### src/design/mspx_pkg.sv
// Purpose: shared constants for the move/subtract/flag-move execution block
// Assumes: 17-bit instruction words, 16-bit data, 17th bit is the memory tag
// Notes: opcodes given as bit patterns of the upper instruction field
package mspx_pkg;
    // ----------------------------------------
    // widths
    // ----------------------------------------
    localparam int INSN_W = 17;
    localparam int DATA_W = 16;
    localparam int ACC_SEL_W = 2;
    localparam int NUM_ACC = 4;
    localparam int ADRS_W = 8;
    // ----------------------------------------
    // opcode patterns, bits 16..10; test flag pattern is bits 16..11
    // ----------------------------------------
    localparam logic [6:0] OP_SUB_PH = 7'h32;
    localparam logic [6:0] OP_SUB_PH_STR = 7'h33;
    localparam logic [5:0] OP_TEST_FLAG = 6'h35;
    localparam logic [6:0] OP_STR_GRP = 7'h73;
    // ----------------------------------------
    // string move sub-codes, bits 7..2
    // ----------------------------------------
    localparam logic [5:0] SUB_FROM_PH = 6'h08;
    localparam logic [5:0] SUB_ACC_ACC = 6'h0e;
    // ----------------------------------------
    // addressing mode codes for indexed base+index and direct
    // ----------------------------------------
    localparam logic [7:0] ADRS_INDEXED = 8'h0f;
    localparam logic [7:0] ADRS_DIRECT = 8'h00;
    // ----------------------------------------
    // reset values
    // ----------------------------------------
    localparam logic [15:0] RST_WORD = 16'h0000;
    typedef enum logic [3:0] {
        MSPX_OP_NONE,
        MSPX_OP_SUB_PH,
        MSPX_OP_SUB_PH_STR,
        MSPX_OP_TEST_FLAG,
        MSPX_OP_STR_FROM_PH,
        MSPX_OP_STR_ACC_ACC,
        MSPX_OP_STR_LOOKUP,
        MSPX_OP_STR_LOAD,
        MSPX_OP_STR_STORE
    } mspx_op_e;
endpackage : mspx_pkg

### src/design/mspx_decode.sv
// Purpose: instruction decoder for the move group
// Assumes: instruction word is stable while insn_valid_in is high
// Notes: combinational, no state
`timescale 1ns/1ps
module mspx_decode (
    input wire logic [16:0] insn_in,        // first instruction word
    output mspx_pkg::mspx_op_e op_out,      // decoded operation
    output logic [1:0] acc_sel_out,         // accumulator select
    output logic alt_out,                   // alternate accumulator flag
    output logic [2:0] flag_sel_out,        // test flag selector
    output logic [7:0] adrs_out             // addressing mode field
);
    always_comb begin
        op_out = mspx_pkg::MSPX_OP_NONE;
        acc_sel_out = insn_in[9:8];
        alt_out = insn_in[1];
        flag_sel_out = insn_in[10:8];
        adrs_out = insn_in[7:0];
        if (insn_in[16:10] == mspx_pkg::OP_SUB_PH) begin
            op_out = mspx_pkg::MSPX_OP_SUB_PH;
        end else if (insn_in[16:10] == mspx_pkg::OP_SUB_PH_STR) begin
            op_out = mspx_pkg::MSPX_OP_SUB_PH_STR;
        end else if (insn_in[16:11] == mspx_pkg::OP_TEST_FLAG) begin
            op_out = mspx_pkg::MSPX_OP_TEST_FLAG;
        end else if (insn_in[16:10] == mspx_pkg::OP_STR_GRP) begin
            case (insn_in[7:2])
                mspx_pkg::SUB_FROM_PH: op_out = mspx_pkg::MSPX_OP_STR_FROM_PH;
                mspx_pkg::SUB_ACC_ACC: op_out = mspx_pkg::MSPX_OP_STR_ACC_ACC;
                default: op_out = mspx_pkg::MSPX_OP_NONE;
            endcase
        end else if (insn_in[16:12] == 5'h0b && insn_in[11:10] == 2'h3) begin
            op_out = mspx_pkg::MSPX_OP_STR_LOOKUP;
        end else if (insn_in[16:13] == 4'h2 && insn_in[11:10] == 2'h3) begin
            op_out = mspx_pkg::MSPX_OP_STR_LOAD;
            alt_out = insn_in[12];
        end else if (insn_in[16:13] == 4'h1 && insn_in[11:10] == 2'h3) begin
            op_out = mspx_pkg::MSPX_OP_STR_STORE;
            alt_out = insn_in[12];
        end
    end
endmodule : mspx_decode

### src/design/mspx_exec.sv
// Purpose: execute move-subtract-product-high, flag move and string moves
// Assumes: memories answer combinationally; one instruction per valid pulse
// Notes: accumulator strings are two words; word 1 is the second word
// Summary of operation
// - single form: acc minus product high, load multiplier
// - move-subtract sets tag, overflow, sign, zero, carry
// - opcode 0110010 decodes single move-subtract
// - bit 10 set selects string variant
// - string form subtracts from second word
// - indexed address is pointer three plus index five
// - test flag copied to memory 17th bit
// - string move from product high writes word two
// - lookup copies program string to data memory
// - pointer-indirect load/store of accumulator string
// - accumulator to alternate copy either direction
// - product-high string move keeps carry and zero
`timescale 1ns/1ps
module mspx_exec (
    input wire logic ref_clk_in,              // core clock 40 MHz
    input wire logic rst_n_in,                // async reset, active low
    input wire logic insn_valid_in,           // instruction strobe
    input wire logic [16:0] insn_in,          // first instruction word
    input wire logic [15:0] ext_word_in,      // second word, address or offset
    input wire logic [15:0] product_high_reg_in,      // product high value
    input wire logic [15:0] pointer_register_three_in, // base pointer
    input wire logic [15:0] index_register_five_in,   // index register
    input wire logic [7:0] test_flags_in,     // status test flags
    input wire logic [16:0] dmem_rdata_in,    // data memory read, bit 16 tag
    input wire logic [16:0] dmem_rdata2_in,   // data memory second word
    input wire logic [15:0] pmem_rdata_in,    // program memory first word
    input wire logic [15:0] pmem_rdata2_in,   // program memory second word
    output logic [15:0] dmem_addr_out,        // data memory byte address
    output logic dmem_we_out,                 // data memory write
    output logic dmem_tag_only_out,           // write only tag bit
    output logic [16:0] dmem_wdata_out,       // data memory write word
    output logic [16:0] dmem_wdata2_out,      // data memory second write word
    output logic [15:0] pmem_addr_out,        // program memory address
    output logic [15:0] multiplier_operand_reg_out, // multiplier operand
    output logic [15:0] acc_w0_out [4],       // accumulator word 0
    output logic [15:0] acc_w1_out [4],       // accumulator word 1
    output logic [15:0] alt_w0_out [4],       // alternate word 0
    output logic [15:0] alt_w1_out [4],       // alternate word 1
    output logic tag_flag_out,                // memory tag status
    output logic overflow_flag_out,           // overflow
    output logic sign_flag_out,               // sign
    output logic zero_flag_out,               // zero
    output logic carry_flag_out               // carry
);
    mspx_pkg::mspx_op_e op;
    logic [1:0] acc_sel;
    logic alt;
    logic [2:0] flag_sel;
    logic [7:0] adrs;
    logic [15:0] acc_w0_r [4];
    logic [15:0] acc_w1_r [4];
    logic [15:0] alt_w0_r [4];
    logic [15:0] alt_w1_r [4];
    logic [15:0] minuend;
    logic [16:0] diff;
    logic [15:0] mem_addr;
    logic is_sub;

    mspx_decode u_dec (
        .insn_in(insn_in),
        .op_out(op),
        .acc_sel_out(acc_sel),
        .alt_out(alt),
        .flag_sel_out(flag_sel),
        .adrs_out(adrs)
    );

    // ----------------------------------------
    // address and subtraction datapath
    // ----------------------------------------
    always_comb begin
        if (adrs == mspx_pkg::ADRS_INDEXED) begin
            mem_addr = pointer_register_three_in + index_register_five_in;
        end else begin
            mem_addr = ext_word_in;
        end
    end

    assign is_sub = insn_valid_in && (op == mspx_pkg::MSPX_OP_SUB_PH || op == mspx_pkg::MSPX_OP_SUB_PH_STR);
    // string form uses second word of the accumulator string
    assign minuend = (op == mspx_pkg::MSPX_OP_SUB_PH_STR) ? acc_w1_r[acc_sel] : acc_w0_r[acc_sel];
    assign diff = {1'b0, minuend} - {1'b0, product_high_reg_in};
    assign dmem_addr_out = mem_addr;
    assign pmem_addr_out = acc_w0_r[acc_sel];

    // ----------------------------------------
    // memory writes
    // ----------------------------------------
    always_comb begin
        dmem_we_out = 1'b0;
        dmem_tag_only_out = 1'b0;
        dmem_wdata_out = 17'h00000;
        dmem_wdata2_out = 17'h00000;
        if (insn_valid_in) begin
            case (op)
                mspx_pkg::MSPX_OP_TEST_FLAG: begin
                    dmem_we_out = 1'b1;
                    dmem_tag_only_out = 1'b1;
                    dmem_wdata_out = {test_flags_in[flag_sel], 16'h0000};
                end
                mspx_pkg::MSPX_OP_STR_LOOKUP: begin
                    dmem_we_out = 1'b1;
                    dmem_wdata_out = {1'b0, pmem_rdata_in};
                    dmem_wdata2_out = {1'b0, pmem_rdata2_in};
                end
                mspx_pkg::MSPX_OP_STR_STORE: begin
                    dmem_we_out = 1'b1;
                    dmem_wdata_out = {1'b0, alt ? alt_w0_r[acc_sel] : acc_w0_r[acc_sel]};
                    dmem_wdata2_out = {1'b0, alt ? alt_w1_r[acc_sel] : acc_w1_r[acc_sel]};
                end
                default: begin
                    dmem_we_out = 1'b0;
                end
            endcase
        end
    end

    // ----------------------------------------
    // accumulator file
    // ----------------------------------------
    always_ff @(posedge ref_clk_in or negedge rst_n_in) begin
        if (!rst_n_in) begin
            for (int i = 0; i < 4; i++) begin
                acc_w0_r[i] <= mspx_pkg::RST_WORD;
                acc_w1_r[i] <= mspx_pkg::RST_WORD;
                alt_w0_r[i] <= mspx_pkg::RST_WORD;
                alt_w1_r[i] <= mspx_pkg::RST_WORD;
            end
        end else if (insn_valid_in) begin
            case (op)
                mspx_pkg::MSPX_OP_SUB_PH: acc_w0_r[acc_sel] <= diff[15:0];
                mspx_pkg::MSPX_OP_SUB_PH_STR: acc_w1_r[acc_sel] <= diff[15:0];
                mspx_pkg::MSPX_OP_STR_FROM_PH: begin
                    if (alt) alt_w1_r[acc_sel] <= product_high_reg_in;
                    else acc_w1_r[acc_sel] <= product_high_reg_in;
                end
                mspx_pkg::MSPX_OP_STR_ACC_ACC: begin
                    if (insn_in[0]) begin
                        acc_w0_r[acc_sel] <= alt_w0_r[acc_sel];
                        acc_w1_r[acc_sel] <= alt_w1_r[acc_sel];
                    end else begin
                        alt_w0_r[acc_sel] <= acc_w0_r[acc_sel];
                        alt_w1_r[acc_sel] <= acc_w1_r[acc_sel];
                    end
                end
                mspx_pkg::MSPX_OP_STR_LOAD: begin
                    if (alt) begin
                        alt_w0_r[acc_sel] <= dmem_rdata_in[15:0];
                        alt_w1_r[acc_sel] <= dmem_rdata2_in[15:0];
                    end else begin
                        acc_w0_r[acc_sel] <= dmem_rdata_in[15:0];
                        acc_w1_r[acc_sel] <= dmem_rdata2_in[15:0];
                    end
                end
                default: ;
            endcase
        end
    end

    // ----------------------------------------
    // multiplier operand register
    // ----------------------------------------
    always_ff @(posedge ref_clk_in or negedge rst_n_in) begin
        if (!rst_n_in) begin
            multiplier_operand_reg_out <= mspx_pkg::RST_WORD;
        end else if (is_sub) begin
            multiplier_operand_reg_out <= dmem_rdata_in[15:0];
        end
    end

    // ----------------------------------------
    // status flags
    // ----------------------------------------
    always_ff @(posedge ref_clk_in or negedge rst_n_in) begin
        if (!rst_n_in) begin
            tag_flag_out <= 1'b0;
            overflow_flag_out <= 1'b0;
            sign_flag_out <= 1'b0;
            zero_flag_out <= 1'b0;
            carry_flag_out <= 1'b0;
        end else if (is_sub) begin
            tag_flag_out <= dmem_rdata_in[16];
            overflow_flag_out <= (minuend[15] != product_high_reg_in[15]) && (diff[15] != minuend[15]);
            sign_flag_out <= diff[15];
            zero_flag_out <= (diff[15:0] == 16'h0000);
            carry_flag_out <= ~diff[16];
        end
        // product-high string move leaves carry and zero untouched
    end

    assign acc_w0_out = acc_w0_r;
    assign acc_w1_out = acc_w1_r;
    assign alt_w0_out = alt_w0_r;
    assign alt_w1_out = alt_w1_r;

    // ----------------------------------------
    // assertions
    // ----------------------------------------
    a_sub_result: assert property (@(posedge ref_clk_in) disable iff (!rst_n_in)
        insn_valid_in && op == mspx_pkg::MSPX_OP_SUB_PH |=> acc_w0_r[$past(acc_sel)] ==
        $past(acc_w0_r[acc_sel]) - $past(product_high_reg_in))
        else $error("accumulator difference wrong");
    a_mr_load: assert property (@(posedge ref_clk_in) disable iff (!rst_n_in)
        is_sub |=> multiplier_operand_reg_out == $past(dmem_rdata_in[15:0]))
        else $error("multiplier operand not loaded");
    a_zero_flag: assert property (@(posedge ref_clk_in) disable iff (!rst_n_in)
        is_sub |=> zero_flag_out == ($past(diff[15:0]) == 16'h0000))
        else $error("zero flag wrong");
    a_tag_flag: assert property (@(posedge ref_clk_in) disable iff (!rst_n_in)
        is_sub |=> tag_flag_out == $past(dmem_rdata_in[16]))
        else $error("tag flag wrong");
    a_decode_single: assert property (@(posedge ref_clk_in) disable iff (!rst_n_in)
        insn_in[16:10] == 7'h32 |-> op == mspx_pkg::MSPX_OP_SUB_PH)
        else $error("single form not decoded");
    a_decode_string: assert property (@(posedge ref_clk_in) disable iff (!rst_n_in)
        insn_in[16:10] == 7'h33 |-> op == mspx_pkg::MSPX_OP_SUB_PH_STR)
        else $error("string form not decoded");
    a_str_sub: assert property (@(posedge ref_clk_in) disable iff (!rst_n_in)
        insn_valid_in && op == mspx_pkg::MSPX_OP_SUB_PH_STR |=> acc_w1_r[$past(acc_sel)] ==
        $past(acc_w1_r[acc_sel]) - $past(product_high_reg_in))
        else $error("string difference wrong");
    a_indexed_addr: assert property (@(posedge ref_clk_in) disable iff (!rst_n_in)
        adrs == mspx_pkg::ADRS_INDEXED |-> dmem_addr_out ==
        16'(pointer_register_three_in + index_register_five_in))
        else $error("indexed address wrong");
    a_flag_move: assert property (@(posedge ref_clk_in) disable iff (!rst_n_in)
        insn_valid_in && op == mspx_pkg::MSPX_OP_TEST_FLAG |-> dmem_we_out && dmem_tag_only_out
        && dmem_wdata_out[16] == test_flags_in[flag_sel] ##1 $stable(carry_flag_out)
        && $stable(zero_flag_out) && $stable(sign_flag_out) && $stable(overflow_flag_out)
        && $stable(tag_flag_out))
        else $error("flag move wrong");
    a_ph_keeps_cz: assert property (@(posedge ref_clk_in) disable iff (!rst_n_in)
        insn_valid_in && op == mspx_pkg::MSPX_OP_STR_FROM_PH |=> $stable(carry_flag_out)
        && $stable(zero_flag_out))
        else $error("carry or zero changed");
    a_ph_to_w1: assert property (@(posedge ref_clk_in) disable iff (!rst_n_in)
        insn_valid_in && op == mspx_pkg::MSPX_OP_STR_FROM_PH && !alt |=>
        acc_w1_r[$past(acc_sel)] == $past(product_high_reg_in))
        else $error("product high not in word two");
    c_sub: cover property (@(posedge ref_clk_in) is_sub);
    c_flag: cover property (@(posedge ref_clk_in) insn_valid_in && op == mspx_pkg::MSPX_OP_TEST_FLAG);
    c_lookup: cover property (@(posedge ref_clk_in) insn_valid_in && op == mspx_pkg::MSPX_OP_STR_LOOKUP);
    c_from_ph: cover property (@(posedge ref_clk_in) insn_valid_in && op == mspx_pkg::MSPX_OP_STR_FROM_PH);
endmodule : mspx_exec

### config.mk
export PLATFORM = sky130hd
export DESIGN_NAME = mspx_exec
export DESIGN_NICKNAME = d
export VERILOG_FILES = /design/src/design/mspx_pkg.sv /design/src/design/mspx_decode.sv /design/src/design/mspx_exec.sv
export SDC_FILE = /design/constraint.sdc
export NUM_CORES = 1
export LEC_CHECK = 0
export ABC_AREA = 0
export BUFFER_PORTS_ARGS = -buffer_cell sky130_fd_sc_hd__buf_2
export CAP_MARGIN = 5
export CORE_AREA = 3 3 193 195
export DETAILED_ROUTE_END_ITERATION = 10
export DIE_AREA = 0 0 196 198
export PLACE_DENSITY = 0.75
export SETUP_SLACK_MARGIN = 0.1
export SYNTH_ARGS = -nofsm -noshare
export SYNTH_HDL_FRONTEND = slang
export SYNTH_SLANG_ARGS = --single-unit
### constraint.sdc
create_clock -name ref_clk_in -period 4.45 [get_ports ref_clk_in]
set_input_delay 0 -clock ref_clk_in [delete_from_list [all_inputs] [get_ports ref_clk_in]]
set_output_delay 0 -clock ref_clk_in [all_outputs]
set_load 0.03 [all_outputs]
==> results by group <==
Clocking
  • Post-CTS setup buffers: 0
  • Clk Latency, worst-skew pair: 0.59 ns
  • CTS max path bufs: 3
  • Root buf cell: clkbuf_16
  • Number of CTS-inserted buffers: 31
  • H-tree Lvls: 1
  • Sink Count: 277
  • CTS tree: yes
  • Clk slew on worst S/H paths: 0.07 ns

Detailed routing
  • Post-DR wirelength/cell: 25.5 µm
  • Routed WL: 74300 µm
  • Drt first-iter violations: 2081
  • DR vias/cell: 6.42
  • Routed via count: 18735
  • Final ANT Viol Nets: 0
  • # DRC: 0
  • DR pass1 iterations: 6

Global routing
  • Initial antenna violation count: 0
  • Gr usage total: 36.8%
  • First-pass GRT wire length: 111000 µm
  • Number of global-route vias before repair: 17998
  • GRT overflow: 0
  • Largest net degree at the start of global routing: approximately 150

Synthesis
  • EDFF count, synth: 0
  • Prevailing post-synth register cell: dfrtp_1
  • Post-synthesis cell area: about 17000 µm²
  • Fraction of registers with async set/reset: 100%
  • Share of the yosys chip area belonging to registers: 40.4%
  • Yosys cell types: 70
  • Synthesized netlist cell count: 1920
  • Avg Cell Area, Syn: 8.93 µm²
  • Synth Register Bits: ~280
  • Net Count, Synth: 2112
  • Yosys warns: 0

Timing
  • Final period util: between 90% and 100%
  • Final hold vios: 0
  • Setup violations, final: 0
  • Clock period minus worst slack: 4.11 ns
  • Maximum clock frequency: 243 MHz
  • Clk_skew: 0.0186 ns
  • Slew margin rel.: 17.9%
  • Final Slew Violations: 0
  • Worst Tran Pin Value: between 1 and 1.5 ns
  • RSZ-0062 raised after global routing: no
  • Worst hold slack: approximately 0.076 ns
  • Sum of negative setup slack: 0 ns

Worst hold path
  • Min-delay worst type: in2reg

Critical path
  • CP Capture Type: register
  • Crit Path Class: reg2reg
  • CP required: 4.92 ns
  • CP Launch Type: register
  • Worst Path Arrival: approximately 4.6 ns
  • Worst Path Max Fanout: 4

Cells and area
  • Area growth from synthesis to layout: 27.4%
  • # fillers: slightly above 3000
  • Most common cell after layout, fill and taps aside: buf_2
  • Layout cells sized above 1: 29.9%
  • Final core utilization: between 60% and 70%
  • # nets final: 2625
  • Commonest cells after routing, fill and taps aside: 497 x buf_2, 334 x nand2_1, 277 x dfrtp_1

Floorplan
  • Core area: 35600 µm²
  • DIE WIDTH: 196 µm
  • Core Rows: 69
  • I/O pin count: 503
  • Die Height: 198 µm
  • Initial Utilization: 48.2%
  • Total die area: around 39000 µm²

Outcome
  • Run status: finished clean

Placed design
  • Routability cong.: 0.913
  • Buffers added on ports: 500
  • Hpwl dp: around 52000 µm

Flow run
  • Max Cap Viol: 0

Power and ir drop
  • Power, Total: 7730 µW
  • VDD IR-drop max: approximately 0.28 mV
  • Leak pwr: 0.0107 µW
  • Pwr Density: roughly 350 nW/µm²
## metrics by stage
step,cell area [µm²],setup slack (ns),cells
after floorplan,17100,0.651,1920
after global placement,20200,0.464,2799
after detailed placement,20200,0.480,2799
after CTS,21800,0.269,2918
after global routing,21800,0.137,2918
final,21800,0.336,2919
## registers in the layout, summed over array words and instances, names as in the netlist
name	count
zero_flag_out	1
acc_w0_out	64
tag_flag_out	1
sign_flag_out	1
alt_w0_out	64
carry_flag_out	1
overflow_flag_out	1
alt_w1_out	64
multiplier_operand_reg_out	16
acc_w1_out	64
## area by class of cell
cell class,instances,area [µm²],share of cell area (%)
clock inverter,10,60.1,0.275
multi-input combinational,1476,9610,44.0
timing repair buffer,620,3610,16.5
tap,461,577,2.64
sequential,277,6930,31.7
antenna,1,2.50,0.0115
clock buffer,47,946,4.33
inverter,27,101,0.464
## critical path: stages, from the launching register on
cell and delay [ns]:
dfrtp_1 0.40, mux4_2 0.56, mux2_2 0.31, ha_1 0.27, nor2b_1 0.16, o31a_1 0.31
o41ai_4 0.33, a21o_1 0.24, o21ai_1 0.15, xor2_1 0.22, a22oi_1 0.34, a31oi_1 0.14
dlygate4sd3_1 0.58
## layer usage
metal | track usage [%] | share of wire (%)
met1 | 47.2 | 36
met2 | 60.3 | 47
met3 | 7.16 | 12
met4 | 18.1 | 6.0
met5 | 0 | 0
## power breakdown
| group | switching, µW | internal (µW) |
|---|---|---|
| Clock | 1100 | 1460 |
| Combinational | 1460 | 824 |
| Sequential | 183 | 2700 |
| Total | 2750 | 4980 |
## cells in the mapped netlist (all sizes together), types with 3 or more instances
cell    instances  share of area, %
nand2         335               7.3
o21ai         286               8.3
dfrtp         277                40
a21oi         171               5.0
nor2          156               3.4
clkbuf        105               2.3
mux4           66               8.7
mux2i          49               2.9
nor2b          43               1.6
a41o           40               2.3
a221oi         36               1.8
buf            35              0.95
mux2           34               2.2
ha             32               2.3
a31oi          31               1.1
inv            27              0.59
nand4          21              0.77
and3           16              0.58
nor3           16              0.53
xor2           15              0.77
nand3          14              0.41
o31ai          11              0.51
xnor2           9              0.46
a22o            8              0.41
or2             7              0.26
o21a            6              0.26
a211oi          5              0.25
a21o            5              0.22
a22oi           5              0.25
a21boi          4              0.18
and2            4              0.15
nand2b          4              0.15
o211ai          4              0.18
o21bai          4              0.18
o31a            4              0.20
o41ai           4              0.29
nand3b          3              0.13
o22a            3              0.15
o22ai           3              0.11
## cell families after synthesis
logic type | Yosys count | share of synthesized area, %
flip-flops | 277 | 40.4
AO/OA/AOI/OAI | 636 | 22.2
adder cells (fa/ha/maj) | 34 | 2.57
buffers and inverters | 167 | 3.84
multiplexers | 149 | 13.8
other | 1 | 0.0219
AND/OR/NAND/NOR | 632 | 16.0
XOR/XNOR | 24 | 1.23
## worst paths after layout
kind	from	end	slack [ns]	depth (start not counted)
min in group asynchronous	rst_n_in	acc_w0_out[20]	0.11	2
worst max-delay path	acc_w0_out[1]	acc_w1_out[47]	0.34	12
worst min-delay path	insn_in[3]	acc_w1_out[31]	0.08	5
max in group asynchronous	rst_n_in	acc_w1_out[61]	3.11	3
worst min register to register	zero_flag_out	zero_flag_out	0.50	2
worst max register to register	acc_w0_out[1]	acc_w1_out[47]	0.34	12
## what timing repair did
item / CTS / global route
endpoints found under the hold margin: 364 / 0
gates resized for setup: 0 / 3
endpoints found under the setup margin: 0 / 2
hold buffers: 62 / 0
(Power assumes the default switching activity.)
